**src/rtl/fpm_pkg.sv**
```systemverilog
// Shared types and constants for the flash pin-function and serial front end
package fpm_pkg;

  // Width of the serial lanes used for one transfer phase
  typedef enum logic [1:0] {
    LANE_SINGLE,
    LANE_DUAL,
    LANE_QUAD
  } fpm_lane_t;

  // Role currently given to the two multiplexed pins
  typedef struct packed {
    logic wpRole;     // Data line 2 pin acts as write protect
    logic pauseRole;  // Data line 3 pin acts as pause
    logic resetRole;  // Data line 3 pin acts as hardware reset
  } fpm_role_t;

  // Synchronised pin group: sck, select, dedicated reset, four data lines
  typedef struct packed {
    logic       sck;
    logic       csN;
    logic       dedRstN;
    logic [3:0] data;
  } fpm_pins_t;

  localparam int         BYTE_BITS     = 8;
  localparam logic [2:0] STEP_SINGLE   = 3'h1;
  localparam logic [2:0] STEP_DUAL     = 3'h2;
  localparam logic [2:0] STEP_QUAD     = 3'h4;
  localparam logic [3:0] MASK_SINGLE   = 4'h2;
  localparam logic [3:0] MASK_DUAL     = 4'h3;
  localparam logic [3:0] MASK_QUAD     = 4'hF;
  localparam logic [2:0] CNT_RST       = 3'h0;
  localparam logic [7:0] BYTE_RST      = 8'h00;
  localparam logic       RST_DIS_RST   = 1'b0;
  localparam fpm_pins_t  PINS_RST      = '{sck: 1'b0, csN: 1'b1, dedRstN: 1'b1, data: 4'hF};
  localparam fpm_role_t  ROLE_RST      = '{wpRole: 1'b1, pauseRole: 1'b1, resetRole: 1'b0};

endpackage : fpm_pkg

```
**src/rtl/fpm_front_end.sv**
```systemverilog
// Pin-function multiplexer and serial lane engine of a serial flash slave
`timescale 1ns/1ps

// Behaviour
// - Quad enable set: data line 2 pin loses write protect, is data only.
// - Quad enable set: shared pin loses pause and reset, is data line 3.
// - No dedicated reset, quad off: select bit zero pause, one reset.
// - Dedicated reset enabled, quad off: shared pin is pause regardless.
// - Dedicated reset function is enabled after power-up.
// - Dedicated reset disabled, quad off: select bit chooses pause or reset.
// - Function configuration bit 0 set disables the dedicated reset.
// - Pause low while selected freezes transfer; resumes same sequence after.
// - Pause and select both low put serial output in high impedance.
// - Hardware reset low enters reset with outputs high impedance.
// - Only modes 0 and 3; host idles clock low or high.
// - Sample on rising clock edge, change outputs from falling edge.
// - Dual transfers use serial in and out as data lines 0 and 1.
// - Quad transfers use all four pins as data lines 0 to 3.
// - Select high: deselected, outputs high impedance, input ignored.
module fpm_front_end #(
  parameter bit HAS_DED_RST = 1'b1  // Package has a dedicated reset pin
) (
  input  wire logic                core_clk,          // System clock
  input  wire logic                rst_n,             // Async reset, active low
  input  wire logic                clkEn,             // Freezes all state when low
  input  wire logic                sckPin,            // Serial clock from host
  input  wire logic                csPinN,            // Chip select, active low
  input  wire logic                dedRstPinN,        // Dedicated reset pin
  input  wire logic [3:0]          dataIn,            // Data line 0..3 pin levels
  input  wire logic                quadIoEnableBit,   // Quad enable config bit
  input  wire logic                pinRoleSelectBit,  // Pause or reset select bit
  input  wire logic                funcRegWrite,      // Write strobe, function bit 0
  input  wire logic                funcRegBit0,       // Dedicated reset disable value
  input  wire logic                quadCommandMode,   // All phases on four lanes if quad enabled
  input  wire logic [1:0]          laneSel,           // Lane width for this phase
  input  wire logic                dirOut,            // Core drives data this phase
  input  wire logic [7:0]          txByte,            // Next byte to send
  output logic      [3:0]          dataOut,           // Data line output levels
  output logic      [3:0]          dataOe,            // Data line output enables
  output logic      [7:0]          rxByte,            // Last byte received
  output logic                     rxValid,           // Pulse: rxByte updated
  output logic                     txTaken,           // Pulse: txByte consumed
  output logic                     selected,          // Device is selected
  output logic                     pauseActive,       // Transfer frozen by pause
  output logic                     hwResetActive,     // Hardware reset in force
  output logic                     writeProtectN,     // Write protect level, low
  output logic                     dedRstDisabled,    // Function bit 0 state
  output fpm_pkg::fpm_role_t       pinRole            // Current pin roles
);

  //////////////////////////////////////////////////////////////////////////////
  // Pin synchronisers

  fpm_pkg::fpm_pins_t pinsRaw;
  fpm_pkg::fpm_pins_t syncA_q;
  fpm_pkg::fpm_pins_t syncB_q;
  logic               sckDly_q;

  assign pinsRaw = '{sck: sckPin, csN: csPinN, dedRstN: dedRstPinN, data: dataIn};

  always_ff @(posedge core_clk or negedge rst_n) begin
    if (!rst_n) begin
      syncA_q <= fpm_pkg::PINS_RST;
      syncB_q <= fpm_pkg::PINS_RST;
    end else if (clkEn) begin
      syncA_q <= pinsRaw;
      syncB_q <= syncA_q;
    end
  end

  // Resets low like mode 0 idle; a mode 3 idle high is first seen while deselected
  always_ff @(posedge core_clk or negedge rst_n) begin
    if (!rst_n) begin
      sckDly_q <= 1'b0;
    end else if (clkEn) begin
      sckDly_q <= syncB_q.sck;
    end
  end

  //////////////////////////////////////////////////////////////////////////////
  // Function configuration bit 0

  logic rstDisable_q;

  always_ff @(posedge core_clk or negedge rst_n) begin
    if (!rst_n) begin
      rstDisable_q <= fpm_pkg::RST_DIS_RST;
    end else if (clkEn && funcRegWrite) begin
      rstDisable_q <= funcRegBit0;
    end
  end

  //////////////////////////////////////////////////////////////////////////////
  // Pin role decision

  fpm_pkg::fpm_role_t roleD;
  fpm_pkg::fpm_role_t role_q;
  logic               dedRstOn;

  assign dedRstOn = HAS_DED_RST && !rstDisable_q;

  // Purely combinational from the config bits, so any change is seen next cycle
  always_comb begin
    roleD        = '0;
    roleD.wpRole = !quadIoEnableBit;
    if (!quadIoEnableBit) begin
      if (dedRstOn) begin
        roleD.pauseRole = 1'b1;
      end else if (pinRoleSelectBit) begin
        roleD.resetRole = 1'b1;
      end else begin
        roleD.pauseRole = 1'b1;
      end
    end
  end

  always_ff @(posedge core_clk or negedge rst_n) begin
    if (!rst_n) begin
      role_q <= fpm_pkg::ROLE_RST;
    end else if (clkEn) begin
      role_q <= roleD;
    end
  end

  //////////////////////////////////////////////////////////////////////////////
  // Select, pause, reset and clock edges

  logic isSel;
  logic pauseNow;
  logic resetNow;
  logic sckRise;
  logic sckFall;
  logic runEdge;

  assign isSel    = !syncB_q.csN;
  assign pauseNow = role_q.pauseRole && !syncB_q.data[3] && isSel;
  assign resetNow = (role_q.resetRole && !syncB_q.data[3])
                 || (dedRstOn && !syncB_q.dedRstN);
  // Edge detection works for either idle level, so modes 0 and 3 both run
  assign sckRise  = syncB_q.sck && !sckDly_q;
  assign sckFall  = !syncB_q.sck && sckDly_q;
  // Edges seen while paused are dropped, counters keep their place
  assign runEdge  = isSel && !pauseNow && !resetNow;

  //////////////////////////////////////////////////////////////////////////////
  // Lane width

  fpm_pkg::fpm_lane_t lane;
  logic [2:0]         step;
  logic [3:0]         laneMask;

  always_comb begin
    lane = fpm_pkg::LANE_SINGLE;
    if (quadCommandMode || (laneSel == fpm_pkg::LANE_QUAD)) begin
      lane = quadIoEnableBit ? fpm_pkg::LANE_QUAD : fpm_pkg::LANE_SINGLE;
    end else if (laneSel == fpm_pkg::LANE_DUAL) begin
      lane = fpm_pkg::LANE_DUAL;
    end
  end

  always_comb begin
    unique case (lane)
      fpm_pkg::LANE_SINGLE: begin
        step     = fpm_pkg::STEP_SINGLE;
        laneMask = fpm_pkg::MASK_SINGLE;
      end
      fpm_pkg::LANE_DUAL: begin
        step     = fpm_pkg::STEP_DUAL;
        laneMask = fpm_pkg::MASK_DUAL;
      end
      default: begin
        step     = fpm_pkg::STEP_QUAD;
        laneMask = fpm_pkg::MASK_QUAD;
      end
    endcase
  end

  //////////////////////////////////////////////////////////////////////////////
  // Receive path, rising edge

  logic [2:0] rxCnt_q;
  logic [7:0] rxShift_q;
  logic [7:0] rxBits;
  logic [7:0] rxNext;
  logic [2:0] rxCntNext;

  always_comb begin
    unique case (lane)
      fpm_pkg::LANE_SINGLE: rxBits = {7'h00, syncB_q.data[0]};
      fpm_pkg::LANE_DUAL:   rxBits = {6'h00, syncB_q.data[1:0]};
      default:              rxBits = {4'h0, syncB_q.data};
    endcase
  end

  assign rxNext    = (rxShift_q << step) | rxBits;
  assign rxCntNext = rxCnt_q + step;

  always_ff @(posedge core_clk or negedge rst_n) begin
    if (!rst_n) begin
      rxCnt_q   <= fpm_pkg::CNT_RST;
      rxShift_q <= fpm_pkg::BYTE_RST;
      rxByte    <= fpm_pkg::BYTE_RST;
      rxValid   <= 1'b0;
    end else if (clkEn) begin
      rxValid <= 1'b0;
      if (!isSel || resetNow) begin
        rxCnt_q   <= fpm_pkg::CNT_RST;
        rxShift_q <= fpm_pkg::BYTE_RST;
      end else if (runEdge && sckRise && !dirOut) begin
        rxShift_q <= rxNext;
        rxCnt_q   <= rxCntNext;
        if (rxCntNext == fpm_pkg::CNT_RST) begin
          rxByte  <= rxNext;
          rxValid <= 1'b1;
        end
      end
    end
  end

  //////////////////////////////////////////////////////////////////////////////
  // Transmit path, falling edge

  logic [2:0] txCnt_q;
  logic [7:0] txShift_q;
  logic [7:0] txSrc;

  // A new byte is taken at the first falling edge of each byte slot
  assign txSrc = (txCnt_q == fpm_pkg::CNT_RST) ? txByte : txShift_q;

  always_ff @(posedge core_clk or negedge rst_n) begin
    if (!rst_n) begin
      txCnt_q   <= fpm_pkg::CNT_RST;
      txShift_q <= fpm_pkg::BYTE_RST;
      dataOut   <= 4'h0;
      txTaken   <= 1'b0;
    end else if (clkEn) begin
      txTaken <= 1'b0;
      if (!isSel || resetNow) begin
        txCnt_q <= fpm_pkg::CNT_RST;
      end else if (runEdge && sckFall && dirOut) begin
        txShift_q <= txSrc << step;
        txCnt_q   <= txCnt_q + step;
        txTaken   <= (txCnt_q == fpm_pkg::CNT_RST);
        unique case (lane)
          fpm_pkg::LANE_SINGLE: dataOut <= {2'h0, txSrc[7], 1'b0};
          fpm_pkg::LANE_DUAL:   dataOut <= {2'h0, txSrc[7:6]};
          default:              dataOut <= txSrc[7:4];
        endcase
      end
    end
  end

  //////////////////////////////////////////////////////////////////////////////
  // Output enables and status

  always_ff @(posedge core_clk or negedge rst_n) begin
    if (!rst_n) begin
      dataOe <= 4'h0;
    end else if (clkEn) begin
      if (!isSel || pauseNow || resetNow || !dirOut) begin
        dataOe <= 4'h0;
      end else begin
        dataOe <= laneMask;
      end
    end
  end

  always_ff @(posedge core_clk or negedge rst_n) begin
    if (!rst_n) begin
      selected      <= 1'b0;
      pauseActive   <= 1'b0;
      hwResetActive <= 1'b0;
    end else if (clkEn) begin
      selected      <= isSel;
      pauseActive   <= pauseNow;
      // Reset must not land during an internal write; the host keeps that
      hwResetActive <= resetNow;
    end
  end

  // Outside the protect role the level reads as not protected
  always_ff @(posedge core_clk or negedge rst_n) begin
    if (!rst_n) begin
      writeProtectN <= 1'b1;
    end else if (clkEn) begin
      writeProtectN <= role_q.wpRole ? syncB_q.data[2] : 1'b1;
    end
  end

  always_ff @(posedge core_clk or negedge rst_n) begin
    if (!rst_n) begin
      dedRstDisabled <= fpm_pkg::RST_DIS_RST;
      pinRole        <= fpm_pkg::ROLE_RST;
    end else if (clkEn) begin
      dedRstDisabled <= rstDisable_q;
      pinRole        <= role_q;
    end
  end

endmodule : fpm_front_end

```
**config.mk**
```make
export PLATFORM = sky130hd
export DESIGN_NAME = fpm_front_end
export DESIGN_NICKNAME = d
export VERILOG_FILES = /design/src/rtl/fpm_pkg.sv /design/src/rtl/fpm_front_end.sv
export SDC_FILE = /design/constraint.sdc
export NUM_CORES = 1
export LEC_CHECK = 0
export BUFFER_PORTS_ARGS = -buffer_cell sky130_fd_sc_hd__buf_4
export CAP_MARGIN = 20
export CORE_MARGIN = 4
export CORE_UTILIZATION = 52
export DETAILED_ROUTE_END_ITERATION = 7
export GPL_ROUTABILITY_DRIVEN = 1
export PLACE_DENSITY_LB_ADDON = 0.12
export SYNTH_ARGS = -nofsm -noshare
export SYNTH_HDL_FRONTEND = slang
export SYNTH_SLANG_ARGS = --single-unit
```
**constraint.sdc**
```tcl
create_clock -name core_clk -period 4.2 [get_ports core_clk]
set_input_delay 0.42 -clock core_clk [delete_from_list [all_inputs] [get_ports core_clk]]
set_output_delay 0.42 -clock core_clk [all_outputs]
set_load 0.03 [all_outputs]
```
[Word-level counts from Yosys, hierarchy flattened]
Index checks and enable logic that the tools add are counted.
Operators by class
  $add $sub $neg: 2
  bitwise logic cells: 2
  equal/unequal tests: 3
  mux-type cells: 26
  shift operators: 2
  reductions and logical operators: 38
Operators by type and width (number)
  $mux 8: 3
  $pmux 4 s2: 3
  $shl 8x3->8: 2
  $logic_and 1x1->1: 13
  $mux 3: 4
  $mux 1: 11
  $logic_not 1->1: 10
  $or 8x8->8: 1
  $add 3x3->3: 2
  $logic_not 3->1: 2
  $logic_or 1x1->1: 6
  $mux 2: 3
  $pmux 3 s2: 1
  $eq 2x1->1 const B: 2
  $mux 4: 1
  $reduce_and 2->1: 2
  $reduce_and 4->1: 1
  $reduce_bool 2->1: 2
  $reduce_and 3->1: 1
  $eq 2x2->1 const B: 1
  $logic_not 2->1: 1
  $not 1->1: 1
Storage, ports and cells
  output and inout port bits: 26
  bits of input ports: 26
  bits in registers: 67

[Depth between registers and ports, before layout]
  word-level depth: 10
  depth in mapped cells: 10
  gate-level depth less buffers: 10

[Worst setup path after synthesis]
Ideal clock, no wire load.
  path type: input -> register
  start: input port laneSel[1]
  end: register rxByte[0]
  library setup time: 0.125 ns
  stages on the path: 10
  setup slack: 0.906 ns
  arrival time: 3.170 ns
  cells stage by stage: nor2b_2 o21ai_1 nand2_1 inv_1 ha_1 inv_1 fa_1 xnor3_1 nor4b_4 mux2_2
On the way
  cells in the longest elaborated chain, start to end: 8
Ends and longest elaborated chain
  from (decl): RTL line fpm_front_end.sv:35  | input wire logic [1:0] laneSel,
  $eq 2x1->1 or $eq 2x2->1 (tied branches): RTL line fpm_front_end.sv:156, fpm_front_end.sv:154
  $mux 1 or $logic_or 1x1->1 (tied branches): RTL line fpm_front_end.sv:156, fpm_front_end.sv:154
  $mux 2 (*): RTL line fpm_front_end.sv:154  | if (quadCommandMode || (laneSel == fpm_pkg::LANE_QUAD)) begin
  $eq 2x1->1 or $logic_not 2->1 (tied branches): RTL line fpm_front_end.sv:162  | unique case (lane)
  $pmux 3 s2 (*): RTL line fpm_front_end.sv:162
  $add 3x3->3: RTL line fpm_front_end.sv:196  | assign rxCntNext = rxCnt_q + step;
  $logic_not 3->1: RTL line fpm_front_end.sv:212  | if (rxCntNext == fpm_pkg::CNT_RST) begin
  $reduce_and 4->1 (no source line)
  to (signal assigned): RTL line fpm_front_end.sv:202  | rxByte <= fpm_pkg::BYTE_RST;
  to (signal assigned): RTL line fpm_front_end.sv:213  | rxByte <= rxNext;
  to (decl): RTL line fpm_front_end.sv:40  | output logic [7:0] rxByte,
Every way passes the cells marked *; elsewhere a longest branch is shown, timed or not.
A chain may end at the register's enable or synchronous reset.

[Worst setup path after layout]
  start: input port laneSel[1]
  end: register rxByte[7]
Same word-level chain as after synthesis.

==> flow_summary.toml <==
[status]
outcome = "finished, final reports clean"

[synthesis]
synth_ff_type = "dfrtp_1"
yosys.area.top_type_share_pct = 39.8
yosys_warnings = 0
synthTopCellsByArea = "dfrtp_1 (40%), dfstp_2 (15%), mux2_2 (10%)"
synth_edf_count = 0
synth_common_cells = "dfrtp_1 (48), nand2_1 (31), mux2_2 (28), nor2_1 (18)"
synth_cells = 266
syn_nets = 296
yosysTopAreaCell = "dfrtp_1"
synth-seq-cells = 65
syn_avg_cell_area_sq_um = 11.4
ys_seq_area_share_pct = 54.6
ys_types = 45
async_reset_ff_share_pct = 100
yosysMostFrequentCell = "dfrtp_1"
synth_area_sq_um = 3020

[layout]
register_area_sq_um = 1650
fillers = 468
antennaDiodeCount = 0
nets = 348
stdcell_area_sq_um = 3680
utilization_pct = 66.1
area_growth_pct = 22.0
drive_above_1_share_pct = 37.5
multi_input_area_sq_um = 1260

[critical_path]
path_max_fanout = 9
cp.required_ns = 4.42
worstPathArrival_ns = 3.29
cp-end-kind = "flop"
slowest_stage = "nor4b_4"
crit_top_cell = "inv_1"
slowest_delay_ns = 0.67
critPathKind = "in -> reg"
rrSetupSlack_ns = 1.64
start_kind = "input port"
startpoint = "laneSel[1]"
r2r-start = "rxCnt_q[0]"
crit_chain = "buf_4 -> nor2b_2 -> o21ai_1 -> nand2_1 -> inv_1 -> ha_1 -> inv_1 -> fa_1 -> xnor3_1 -> nor4b_4 -> mux2_2"
cp_num_buf_inv = 3
critPathTopFamily = "simple AND/OR/NAND/NOR gates"

[power]
p_switching_w = 0.000504
p_int_w = 0.00123
p_sw_share_pct = 29.1
leakagePower_nw = 1.77
ir_worst_vdd_v = 0.000281
p_comb_share_pct = 20.3
seq_power_share_pct = 45.4
powerDensity_nw_per_um2 = 470
p_clk_share_pct = 34.3

[clock_tree]
cts_root_buf = "clkbuf_8"
cts_buffers = 9
cts_sinks = 65
postCtsHoldBufs = 0
clockBufferDepth = 2
cts_setup_buffers = 0
cts_resized = 0
htreeDepth = 3
cts_tree = "built"
path_clk_slew_ns = 0.07
clk_latency_ns = 0.34

[placement]
place_area_sq_um = 3460
hpwl_microns = 4260
port_buffers = 51
gp_congestion = 0.803

[global_routing]
grt_use_total_pct = 18.1
grt_pass1_wl_microns = 10300
grt_max_degree = 66
grt_pass1_vias = 2147
antenna_found_initial = 0
grt_overflow = 0

[sta]
fin_worst_skew_ns = 0.00969
max-slew-margin-rel_pct = 41.2
tns_ns = 0
fmax_ghz = 0.326
fin_crit_ns = 3.07
hold_viol_final = 0
worstMarginPinSlew_ns = 0.880
post-route-period-util_pct = 73.1
whs_ns = 0.156
setup-violations-final = 0
rsz0062_at_grt = "no"
maxSlewViolCount = 0

[detailed_routing]
drt_pass1_iterations = 4
vias = 2163
antenna_left = 0
drc_errors = 0
vias_per_cell = 5.48
wl_per_cell_microns = 15.2
routed_wl_microns = 6000
drtIter0Drc = 96

[floorplan]
start_util_pct = 54.2
die_h_microns = 84.2
dieArea_sq_um = 7090
num_rows = 27
die_w_microns = 84.2
core-area_sq_um = 5570
io_pins = 52

[worst_hold_path]
hp-class = "in -> async"

[flow_run]
maxCapViolCount = 0
path summary, 6_finish.rpt:
kind / to / cells after the start
setup / recovery: rxByte[7] / 11
hold / removal: txTaken / 1
setup reg to reg: rxByte[7] / 6
hold reg to reg: dataOut[1] / 1
max in group asynchronous: hwResetActive / 1
min in group core_clk: rstDisable_q / 2
layout make-up:
type | count | area share (%)
sequential | 65 | 44.7
timing repair buffer | 55 | 11.2
tap | 72 | 2.45
clock inverter | 7 | 2.72
inverter | 14 | 1.43
clock buffer | 9 | 3.36
multi-input combinational | 173 | 34.1
through the flow:
stage               setup slack [ns]  cells  power (W)
detailed placement             0.738    379    0.00115
floorplan                      0.906    266    0.00102
global placement               0.842    378    0.00114
CTS                             1.11    395    0.00175
global route                   0.982    395    0.00182
finish                          1.13    395    0.00173
cells in the final DEF, fill, tap and decap left out, types with 3 or more instances in the layout:
cell type and count:
mux2_2 28, mux2i_1 9, dfrtp_1 48, a22o_1 10, nor2_1 18, a21oi_1 5
a21o_1 4, o31ai_1 4, a31oi_1 3, nand2_1 31, inv_6 3, nand3_1 6
o21ai_0 17, clkbuf_8 9, buf_4 55, dfstp_2 17, inv_1 14
kinds of logic (layout without fill, tap and decap cells):
logic type	count (synthesis)	in the layout	share of synthesized area, %
AND/OR/NAND/NOR	71	71	11.4
buffers and inverters	28	85	3.85
adder cells (fa/ha/maj)	4	4	2.15
AO/OA/AOI/OAI	58	58	13.3
flip-flops	65	65	54.6
multiplexers	37	37	13.4
XOR/XNOR	3	3	1.33
per-layer routing:
metal	vias up	GRT usage, %	part of all wire [%]
li1	1036	-	-
met4	0	7.46	1.7
met1	1062	24.7	47
met2	56	27.5	47
met5	-	0	0
met3	9	5.10	5.0
state kept, by name, indices dropped and copies added, names as in the netlist:
signal and cells:
rxByte 8, txShift_q 8, rxShift_q 7, syncA_q 7
syncB_q 7, dataOut 4, dataOe 3, pinRole 3
role_q 3, rxCnt_q 3, txCnt_q 3, dedRstDisabled 1
hwResetActive 1, pauseActive 1, rstDisable_q 1, rxValid 1
sckDly_q 1, selected 1, txTaken 1, writeProtectN 1
power by group through the flow:
| stage | logic, W | clock network, W | registers, W |
|---|---|---|---|
| finish | 0.000351 | 0.000594 | 0.000785 |
| floorplan | 0.000162 | 0 | 0.000855 |
| global route | 0.000384 | 0.000636 | 0.000798 |
| CTS | 0.000357 | 0.000608 | 0.000786 |
| detailed placement | 0.000356 | 0 | 0.000797 |
| global placement | 0.000348 | 0 | 0.000793 |
No activity file was read; power rests on OpenSTA's default activity.
